### src/hw/mfc_map.svh
// Register offsets, field positions, reset values and timing figures for the
// meter fault and channel select block.
// Assumes 16-bit unsigned magnitude codes where 16'hFFFF is analog full scale.
`ifndef MFC_MAP_SVH
`define MFC_MAP_SVH

// ************************************************************
// register offsets (byte addresses, one word each)
// ************************************************************
`define MFC_OFF_STATUS 12'h000
`define MFC_OFF_MASK 12'h004
`define MFC_OFF_STATE 12'h008
`define MFC_OFF_CTRL 12'h00C

// ************************************************************
// field positions
// ************************************************************
`define MFC_EV_ALARM 0
`define MFC_EV_SWAP 1
`define MFC_EV_MN_ENTER 2
`define MFC_EV_MN_LEAVE 3
`define MFC_ST_ALARM 0
`define MFC_ST_NEUTRAL 1
`define MFC_ST_MN 2
`define MFC_ST_IMBAL 3
`define MFC_ST_ZC_LOST 4
`define MFC_CTRL_DET_EN 0

// ************************************************************
// reset values and thresholds
// ************************************************************
`define MFC_RST_MASK 4'h0
`define MFC_RST_CTRL 1'h1
`define MFC_LIGHT_LOAD 16'h00C4
`define MFC_MN_PEAK 16'h170A
`define MFC_IMBAL_SHIFT 4

// ************************************************************
// timing
// ************************************************************
`define MFC_CLK_MHZ 125
`define MFC_CLK_KHZ 125000
`define MFC_SWAP_DELAY_MS 3000
`define MFC_ZC_WINDOW_US 45000
`define MFC_CF_FULL_HZ 5570
`define MFC_CF_SHIFT_SCF1 7
`define MFC_CF_SHIFT_SCF0 8

`endif

### src/hw/mfc_pkg.sv
// Types shared by the meter fault and channel select block.
// Assumes the front end delivers filtered magnitudes on the block clock.
package mfc_pkg;

    typedef struct packed {
        logic [15:0] phase_current_input;
        logic [15:0] neutral_current_input;
        logic [15:0] line_voltage_peak;
        logic [15:0] one_wire_gain_trim;
    } mfc_meas_t;

    typedef struct packed {
        logic pulse_scale_select;
        logic rate_select_bit1;
        logic rate_select_bit0;
    } mfc_pins_t;

    typedef struct packed {
        logic hsel;
        logic [31:0] haddr;
        logic [1:0] htrans;
        logic hwrite;
        logic [2:0] hsize;
        logic [31:0] hwdata;
        logic hready;
    } mfc_ahb_in_t;

    typedef struct packed {
        logic [31:0] hrdata;
        logic hreadyout;
        logic hresp;
    } mfc_ahb_out_t;

    typedef struct packed {
        mfc_pins_t pins_s1;
        mfc_pins_t pins_s2;
        mfc_meas_t meas;
        logic ch_neutral;
        logic imbal;
        logic mn;
        logic alarm;
        logic want;
        logic [31:0] swap_cnt;
        logic [31:0] zc_cnt;
        logic [31:0] power;
        logic [55:0] cf_acc;
        logic cf_pulse;
        logic [3:0] status;
        logic [3:0] mask;
        logic det_en;
        logic irq;
        logic dp_wr;
        logic rd_pend;
        logic [11:0] dp_addr;
        mfc_ahb_out_t ahb;
    } mfc_state_t;

endpackage

### src/hw/mfc_channel_select.sv
// Billed channel choice, miswire alarm and missing-neutral detection with an
// AHB-Lite register slave and one level interrupt.
// Assumes magnitudes and zero crossings arrive from same-clock front end logic.
//
// What this block does
// - inactive input above active by over 1/16 of it: alarm, bill that input
// - a channel swap only takes effect after about three seconds
// - swap back to phase only when phase beats neutral by over 1/16 of phase
// - alarm drops once phase is within 1/16 of neutral, billing stays neutral
// - phase input is the billed channel after reset
// - enter missing-neutral when voltage peak under 9% or no zero crossings
// - leave missing-neutral only with peak above 9% and crossings seen again
// - alarm stays high throughout missing-neutral mode
// - missing-neutral billing uses current times trim level instead of voltage
// - trim scales the rate linearly, zero gives zero, double gives double
// - zero crossing window suits line frequencies from 45 to 55 Hz
// - missing-neutral pulses follow ampere-hours on the same outputs
// - full-scale ac in the 2048 mode gives about 5.5 kHz pulses
// - on phase, neutral under 15/16 of phase raises alarm without swap
// - no imbalance detection while both currents are under 0.3% scale
`include "mfc_map.svh"

module mfc_channel_select #(
    parameter logic [31:0] SWAP_CYCLES = 32'(`MFC_SWAP_DELAY_MS * `MFC_CLK_KHZ),
    parameter logic [31:0] ZC_CYCLES = 32'(`MFC_ZC_WINDOW_US * `MFC_CLK_MHZ),
    parameter logic [55:0] CF_BASE =
        56'((64'd125_000_000 << 32) / (64'd2 * `MFC_CF_FULL_HZ))
) (
    // clock and reset
    input wire logic hclk,
    input wire logic hresetn,
    // register bus
    input wire mfc_pkg::mfc_ahb_in_t ahb_i,
    output mfc_pkg::mfc_ahb_out_t ahb_o,
    // front end measurements
    input wire logic mag_valid,
    input wire mfc_pkg::mfc_meas_t meas_i,
    input wire logic zero_cross,
    // strap pins
    input wire mfc_pkg::mfc_pins_t pins_i,
    // meter outputs
    output logic miswire_alarm,
    output logic billed_is_neutral,
    output logic missing_neutral,
    output logic calibration_pulse_out,
    output logic [31:0] billed_power,
    output logic irq
);
    import mfc_pkg::*;

    // ************************************************************
    // helpers
    // ************************************************************
    function automatic logic over_by(input logic [15:0] big, input logic [15:0] lesser);
        logic [15:0] diff;
        diff = big - lesser;
        return (big > lesser) && (diff > (big >> `MFC_IMBAL_SHIFT));
    endfunction

    mfc_state_t s_q;
    mfc_state_t s_d;

    logic over_pn;
    logic over_np;
    logic light;
    logic zc_lost;
    logic peak_low;
    logic peak_high;
    logic want_c;
    logic imbal_c;
    logic mn_c;
    logic [15:0] billed_mag;
    logic [15:0] volt_term;
    logic [55:0] cf_thr;
    logic [55:0] cf_sum;
    logic addr_phase;
    logic [3:0] events;
    logic [3:0] clr;

    // ************************************************************
    // detection terms
    // ************************************************************
    assign over_pn = over_by(s_q.meas.phase_current_input, s_q.meas.neutral_current_input);
    assign over_np = over_by(s_q.meas.neutral_current_input, s_q.meas.phase_current_input);
    assign light = (s_q.meas.phase_current_input < `MFC_LIGHT_LOAD) &&
                   (s_q.meas.neutral_current_input < `MFC_LIGHT_LOAD);
    // window is two periods at the slowest line, so 45..55 Hz never trips
    assign zc_lost = (s_q.zc_cnt == ZC_CYCLES);
    assign peak_low = s_q.meas.line_voltage_peak < `MFC_MN_PEAK;
    assign peak_high = s_q.meas.line_voltage_peak > `MFC_MN_PEAK;

    // imbalance both ways, threshold of the larger input
    assign imbal_c = s_q.det_en && !light && (over_pn || over_np);
    // swap toward the input that beats the billed one
    assign want_c = s_q.det_en && !light && (s_q.ch_neutral ? over_pn : over_np);

    // exactly equal peak keeps the present mode
    always_comb begin
        mn_c = s_q.mn;
        if (!s_q.mn && (peak_low || zc_lost)) begin
            mn_c = 1'b1;
        end else if (s_q.mn && peak_high && !zc_lost) begin
            mn_c = 1'b0;
        end
    end

    // trim code stands in for the voltage peak code
    assign billed_mag = s_q.ch_neutral ? s_q.meas.neutral_current_input :
                                         s_q.meas.phase_current_input;
    assign volt_term = s_q.mn ? s_q.meas.one_wire_gain_trim : s_q.meas.line_voltage_peak;

    // full-scale ac in the 2048 mode lands near the documented rate
    always_comb begin
        if (!s_q.pins_s2.pulse_scale_select && s_q.pins_s2.rate_select_bit1 &&
            s_q.pins_s2.rate_select_bit0) begin
            cf_thr = CF_BASE;
        end else if (s_q.pins_s2.pulse_scale_select) begin
            cf_thr = CF_BASE << `MFC_CF_SHIFT_SCF1;
        end else begin
            cf_thr = CF_BASE << `MFC_CF_SHIFT_SCF0;
        end
    end
    assign cf_sum = s_q.cf_acc + {24'h000000, s_q.power};

    assign addr_phase = ahb_i.hsel && ahb_i.hready && ahb_i.htrans[1];

    // ************************************************************
    // next state
    // ************************************************************
    always_comb begin
        s_d = s_q;
        clr = 4'h0;
        events = 4'h0;

        // strap pins cross in from outside the clock domain
        s_d.pins_s1 = pins_i;
        s_d.pins_s2 = s_q.pins_s1;

        if (mag_valid) begin
            s_d.meas = meas_i;
        end

        // zero crossing watchdog, saturates at the window
        if (zero_cross) begin
            s_d.zc_cnt = 32'h00000000;
        end else if (!zc_lost) begin
            s_d.zc_cnt = s_q.zc_cnt + 32'h00000001;
        end

        s_d.imbal = imbal_c;
        s_d.mn = mn_c;
        s_d.want = want_c;

        // condition must hold the whole delay, any break restarts it
        if (!s_q.want) begin
            s_d.swap_cnt = 32'h00000000;
        end else if (s_q.swap_cnt == SWAP_CYCLES - 32'h00000001) begin
            s_d.swap_cnt = 32'h00000000;
            s_d.ch_neutral = !s_q.ch_neutral;
        end else begin
            s_d.swap_cnt = s_q.swap_cnt + 32'h00000001;
        end

        // alarm from the next imbalance and mode values
        s_d.alarm = imbal_c || mn_c;

        // billed quantity for the pulse accumulator
        s_d.power = 32'(billed_mag * volt_term);

        // one clock pulse per threshold of accumulated quantity
        if (cf_sum >= cf_thr) begin
            s_d.cf_acc = cf_sum - cf_thr;
            s_d.cf_pulse = 1'b1;
        end else begin
            s_d.cf_acc = cf_sum;
            s_d.cf_pulse = 1'b0;
        end

        events[`MFC_EV_ALARM] = s_d.alarm && !s_q.alarm;
        events[`MFC_EV_SWAP] = s_d.ch_neutral != s_q.ch_neutral;
        events[`MFC_EV_MN_ENTER] = mn_c && !s_q.mn;
        events[`MFC_EV_MN_LEAVE] = !mn_c && s_q.mn;

        // ************************************************************
        // bus slave: writes zero wait, reads one wait state
        // ************************************************************
        // reads wait a cycle so a write just before is already visible
        s_d.dp_wr = 1'b0;
        if (s_q.dp_wr) begin
            unique case (s_q.dp_addr)
                `MFC_OFF_STATUS: clr = ahb_i.hwdata[3:0];
                `MFC_OFF_MASK: s_d.mask = ahb_i.hwdata[3:0];
                `MFC_OFF_CTRL: s_d.det_en = ahb_i.hwdata[`MFC_CTRL_DET_EN];
                default: clr = 4'h0;
            endcase
        end

        // set beats clear on the same edge
        s_d.status = (s_q.status & ~clr) | events;
        s_d.irq = |(s_d.status & s_d.mask);

        if (s_q.rd_pend) begin
            s_d.rd_pend = 1'b0;
            s_d.ahb.hreadyout = 1'b1;
            unique case (s_q.dp_addr)
                `MFC_OFF_STATUS: s_d.ahb.hrdata = {28'h0000000, s_q.status};
                `MFC_OFF_MASK: s_d.ahb.hrdata = {28'h0000000, s_q.mask};
                `MFC_OFF_STATE: s_d.ahb.hrdata = {27'h0, zc_lost, s_q.imbal,
                                                  s_q.mn, s_q.ch_neutral, s_q.alarm};
                `MFC_OFF_CTRL: s_d.ahb.hrdata = {31'h0, s_q.det_en};
                default: s_d.ahb.hrdata = 32'h00000000;
            endcase
        end else if (addr_phase) begin
            // size is not checked: only whole word transfers are expected
            s_d.dp_addr = ahb_i.haddr[11:0];
            if (ahb_i.hwrite) begin
                s_d.dp_wr = 1'b1;
            end else begin
                s_d.rd_pend = 1'b1;
                s_d.ahb.hreadyout = 1'b0;
            end
        end
        s_d.ahb.hresp = 1'b0;
    end

    // ************************************************************
    // state register
    // ************************************************************
    always_ff @(posedge hclk or negedge hresetn) begin
        if (!hresetn) begin
            s_q <= '0;
            s_q.mask <= `MFC_RST_MASK;
            s_q.det_en <= `MFC_RST_CTRL;
            s_q.ahb.hreadyout <= 1'b1;
            s_q.ch_neutral <= 1'b0;
        end else begin
            s_q <= s_d;
        end
    end

    assign ahb_o = s_q.ahb;
    assign miswire_alarm = s_q.alarm;
    assign billed_is_neutral = s_q.ch_neutral;
    assign missing_neutral = s_q.mn;
    assign calibration_pulse_out = s_q.cf_pulse;
    assign billed_power = s_q.power;
    assign irq = s_q.irq;

    // ************************************************************
    // checks
    // ************************************************************
    a_power_up_phase: assert property (
        @(posedge hclk) disable iff (!hresetn)
        $rose(hresetn) |-> !s_q.ch_neutral)
        else $error("phase not billed after reset");

    a_swap_after_delay: assert property (
        @(posedge hclk) disable iff (!hresetn)
        (s_q.ch_neutral != $past(s_q.ch_neutral)) |->
            ($past(s_q.swap_cnt) == SWAP_CYCLES - 32'h00000001) && $past(s_q.want))
        else $error("channel swapped without full delay");

    a_swap_to_neutral: assert property (
        @(posedge hclk) disable iff (!hresetn)
        $rose(s_q.ch_neutral) |-> $past(over_np, 2) && $past(s_q.alarm))
        else $error("swap to neutral without imbalance");

    a_swap_to_phase: assert property (
        @(posedge hclk) disable iff (!hresetn)
        $fell(s_q.ch_neutral) |-> $past(over_pn, 2))
        else $error("swap back to phase without margin");

    a_alarm_drop: assert property (
        @(posedge hclk) disable iff (!hresetn)
        (s_q.ch_neutral && !over_pn && !over_np && !mn_c) |=> !s_q.alarm)
        else $error("alarm held with inputs in band");

    a_phase_only_alarm: assert property (
        @(posedge hclk) disable iff (!hresetn)
        (!s_q.ch_neutral && over_pn && !light && s_q.det_en) |=>
            s_q.alarm && !s_q.want)
        else $error("low neutral not flagged or swapped");

    a_light_quiet: assert property (
        @(posedge hclk) disable iff (!hresetn)
        light |=> !s_q.imbal && !s_q.want)
        else $error("imbalance seen at light load");

    a_mn_enter: assert property (
        @(posedge hclk) disable iff (!hresetn)
        (peak_low || zc_lost) |=> s_q.mn)
        else $error("missing neutral not entered");

    a_mn_leave: assert property (
        @(posedge hclk) disable iff (!hresetn)
        $fell(s_q.mn) |-> $past(peak_high) && !$past(zc_lost))
        else $error("missing neutral left too early");

    a_mn_alarm: assert property (
        @(posedge hclk) disable iff (!hresetn)
        s_q.mn |-> s_q.alarm)
        else $error("alarm low in missing neutral");

    a_mn_trim: assert property (
        @(posedge hclk) disable iff (!hresetn)
        s_q.mn |=>
            s_q.power == 32'($past(billed_mag) * $past(s_q.meas.one_wire_gain_trim)))
        else $error("trim not used in missing neutral");

    a_read_wait: assert property (
        @(posedge hclk) disable iff (!hresetn)
        (addr_phase && !ahb_i.hwrite && !s_q.rd_pend) |=>
            !s_q.ahb.hreadyout ##1 s_q.ahb.hreadyout)
        else $error("read wait state wrong");

endmodule

### config.mk
export PLATFORM = sky130hd
export DESIGN_NAME = mfc_channel_select
export DESIGN_NICKNAME = d
export VERILOG_FILES = /design/src/hw/mfc_pkg.sv /design/src/hw/mfc_channel_select.sv
export VERILOG_INCLUDE_DIRS = /design/src /design/src/hw
export SDC_FILE = /design/constraint.sdc
export NUM_CORES = 1
export LEC_CHECK = 0
export ABC_AREA = 1
export BUFFER_PORTS_ARGS = -buffer_cell sky130_fd_sc_hd__buf_2
export CAP_MARGIN = 20
export CORE_MARGIN = 3
export CORE_UTILIZATION = 55
export DETAILED_ROUTE_END_ITERATION = 8
export GPL_ROUTABILITY_DRIVEN = 0
export PLACE_DENSITY = 0.76
export SLEW_MARGIN = 20
export SYNTH_ARGS = -nofsm -noshare
export SYNTH_HDL_FRONTEND = slang
export SYNTH_SLANG_ARGS = --single-unit
export TNS_END_PERCENT = 20
### constraint.sdc
create_clock -name hclk -period 12.9 [get_ports hclk]
set_input_delay 1.29 -clock hclk [delete_from_list [all_inputs] [get_ports hclk]]
set_output_delay 1.29 -clock hclk [all_outputs]
set_load 0.005 [all_outputs]
==> metrics.txt <==
pre-CTS setup slack=5.401 ns; Post-CTS Hold Buffers=0; Core Util, Final=0.5983; status=completed; Final period util=0.5827; simple-gate share of the synthesized area=0.2444; max incr delay on CP=0.64 ns; maximum clock frequency=133.0 MHz; CTS resizes=0; Compound-Gate Fraction of Synth Area=0.1010; Worst EP required=13.42 ns; PortBufs=133; Slew HR=0.2770; row count=82; final wirelength=76.69 mm; H-tree depth=1; post-synth top area share=0.2284; mux cell area share after synthesis=0.008834; CP max-delay cell=o21ai_0; Detail Route Antenna Nets=0; Crit. End Element=flip-flop; adder-cell share of the synthesized area=0.2477; total grt overflow=0; worst-margin pin slew=1.085 ns; Worst setup SP type=flip-flop; Critical Path Most Common Cell=fa_1; RSZ-0062 raised after global routing=false; Top Family by Delay on Critical Path=adder cells; Ys Warns=0; fin crit period=7.516 ns; critical path, cell by cell=buf_4, o21ai_0, inv_1, nand2_1, fa_1, fa_1, fa_1, inv_1, fa_1, fa_1, inv_1, fa_1, inv_1, ha_1, a21oi_1, inv_1, a31oi_1, a21boi_0, o21ai_0, a21oi_1, o21ai_0, a21oi_1, xor2_1; CP arrival=8.03 ns; via-per-instance ratio=5.479; Synth top cells by count=nand2_1, inv_1, nor2_1, dfrtp_1, ha_1; Boundary Pins=214; dpl hpwl=62.00 mm; Die ar.=53740 um^2; ys async rst share=1.000; drt wl/cell=16.53 um; final slew viol count=0; DRT iter0 DRCs=2141; Seq/Total Area, Yosys=0.2303; Area after DPL=29100 um^2; Num CTS Buffers=31; Cell variety after synth=59; skew final=0.01142 ns; synthesized area=28040 um^2; initial antenna violation count=3; Post-synth EDFFs=0; Crit Path Category=reg2reg; largest family of logic cells by synthesized area=adder cells; core area=50270 um^2; Fillers=4697; worst skew pair latency=0.60 ns; total track usage=0.2844; HP Class=reg2reg; die height=231.8 um; clk sinks=258; initial cell density of the core=0.5578; Worst Path Max Fanout=18; cell taking the most area after synthesis=dfrtp_1; Max-cap violations=0; Clock Path Buffers=3; worst setup slack after layout=5.384 ns; die width=231.8 um; Post-Synth XOR/XNOR Area=0.04528; largest net degree at the start of global routing=172; final hold viol count=0; vias=25420; Area contributors post-synth=dfrtp_1, fa_1, nand2_1; DRC violations left=0; nets@finish=4520; Reg clk slew, reported paths=0.06 ns; flop and latch count out of synthesis=258; count leader, synth=nand2_1; CTS tree=done; WP buf/inv=6; setup_tns=0 ns; synthesized area per cell=7.277 um^2; first-pass GRT wire length=123.1 mm; cells after synthesis=3854; root buffer cell=clkbuf_16; vias in the first global route=24410; Final Instance Area=30080 um^2; Post CTS Setup Buffer Count=0; ys flop type=dfrtp_1; Area growth syn-to-layout=7.245%; DR pass1 iterations=6; Final setup viols=0; layout cells sized above 1=0.06988
[placed cells by master, fill, tap and decap left out, types with 5 or more instances in the layout]
cell       count
a21oi_1      214
o21bai_1      12
o211ai_1       7
nand3_2        5
o21a_1        12
fa_1         197
ha_1         240
nand3_1      155
a31oi_1       19
o21ai_0      182
dfrtp_1      256
mux2_2        22
inv_1        686
nor2_1       384
conb_1        28
clkbuf_1       9
clkinv_2       9
inv_2          5
clkbuf_16     31
nor4_1        23
nand4_1       80
clkinv_1      10
nand2_2       15
xnor2_1       48
nand3b_1      11
nand2_1      882
buf_2        131
o21ai_1       36
a21boi_0       6
xor2_1        97
nor3_1        58
buf_4         29
[worst reg2reg max path: stages (launching register included)]
cell and delay (ns):
dfrtp_1 0.56, buf_4 0.30, o21ai_0 0.64, inv_1 0.37, nand2_1 0.19, fa_1 0.45, fa_1 0.48, fa_1 0.52
inv_1 0.05, fa_1 0.46, fa_1 0.54, inv_1 0.06, fa_1 0.53, inv_1 0.04, ha_1 0.35, a21oi_1 0.17
inv_1 0.08, a31oi_1 0.14, a21boi_0 0.46, o21ai_0 0.23, a21oi_1 0.26, o21ai_0 0.17, a21oi_1 0.20, xor2_1 0.15
[registers in the layout (all words and copies together) (netlist names)]
signal and cells:
ahb_o 6, billed_is_neutral 1, billed_power 32, calibration_pulse_out 1, irq 1, missing_neutral 1, miswire_alarm 1, s_d 3
s_q 212
[cell families (layout without fill, tap and decap cells)]
kind of cell,Yosys count,in the layout
XOR/XNOR,145,145
buffers and inverters,837,920
multiplexers,22,22
AO/OA/AOI/OAI,520,520
flip-flops,258,258
other,1,32
AND/OR/NAND/NOR,1634,1634
adder cells (fa/ha/maj),437,437
[routing by layer]
layer	GRT usage	vias to the layer above	share of wire
met5	0	-	0
met4	0.09605	0	0.038
met3	0.06268	194	0.094
met2	0.4655	1023	0.45
met1	0.3744	11910	0.42
li1	-	12300	-
[metrics by stage]
| stage | std cells | hold WS, ns |
|---|---|---|
| 6_report | 4640 | 0.3460 |
| 3_3_place_gp | 4579 | 0.3331 |
| 4_1_cts | 4636 | 0.3478 |
| 3_5_place_dp | 4579 | 0.3347 |
| 2_1_floorplan | 3881 | 0.3312 |
| 5_1_grt | 4637 | 0.3615 |
[final cells by class]
cell class / count / area (um^2) / area share
diodes: 4 / 10.01 / 0.0003328
clock buffers: 42 / 837.1 / 0.02783
clock inverters: 15 / 127.6 / 0.004243
inverters: 701 / 2631 / 0.08749
multi-input cells: 2786 / 18260 / 0.6072
flip-flops and latches: 258 / 6459 / 0.2147
well taps: 672 / 840.8 / 0.02796
repair buffers: 162 / 908.4 / 0.03020
[path summary, 6_finish.rpt]
| path | start | to | slack (ns) | cells past startpoint |
|---|---|---|---|---|
| worst min-delay path | s_d[280]$_DFF_PN0_ | s_q[280]$_DFF_PN0_ | 0.35 | 0 |
| max in group asynchronous | hresetn | s_q[250]$_DFFE_PN0P_ | 10.75 | 2 |
| worst max-delay path | missing_neutral$_DFF_PN0_ | billed_power[28]$_DFF_PN0_ | 5.38 | 23 |
| min in group asynchronous | hresetn | s_q[61]$_DFF_PN0_ | 0.70 | 1 |
| worst max register to register | missing_neutral$_DFF_PN0_ | billed_power[28]$_DFF_PN0_ | 5.38 | 23 |
| worst min register to register | s_d[280]$_DFF_PN0_ | s_q[280]$_DFF_PN0_ | 0.35 | 0 |
Power is left out: the tool's default activity adds up to more than one toggle a clock period on the data nets, which glitch-free logic cannot reach.
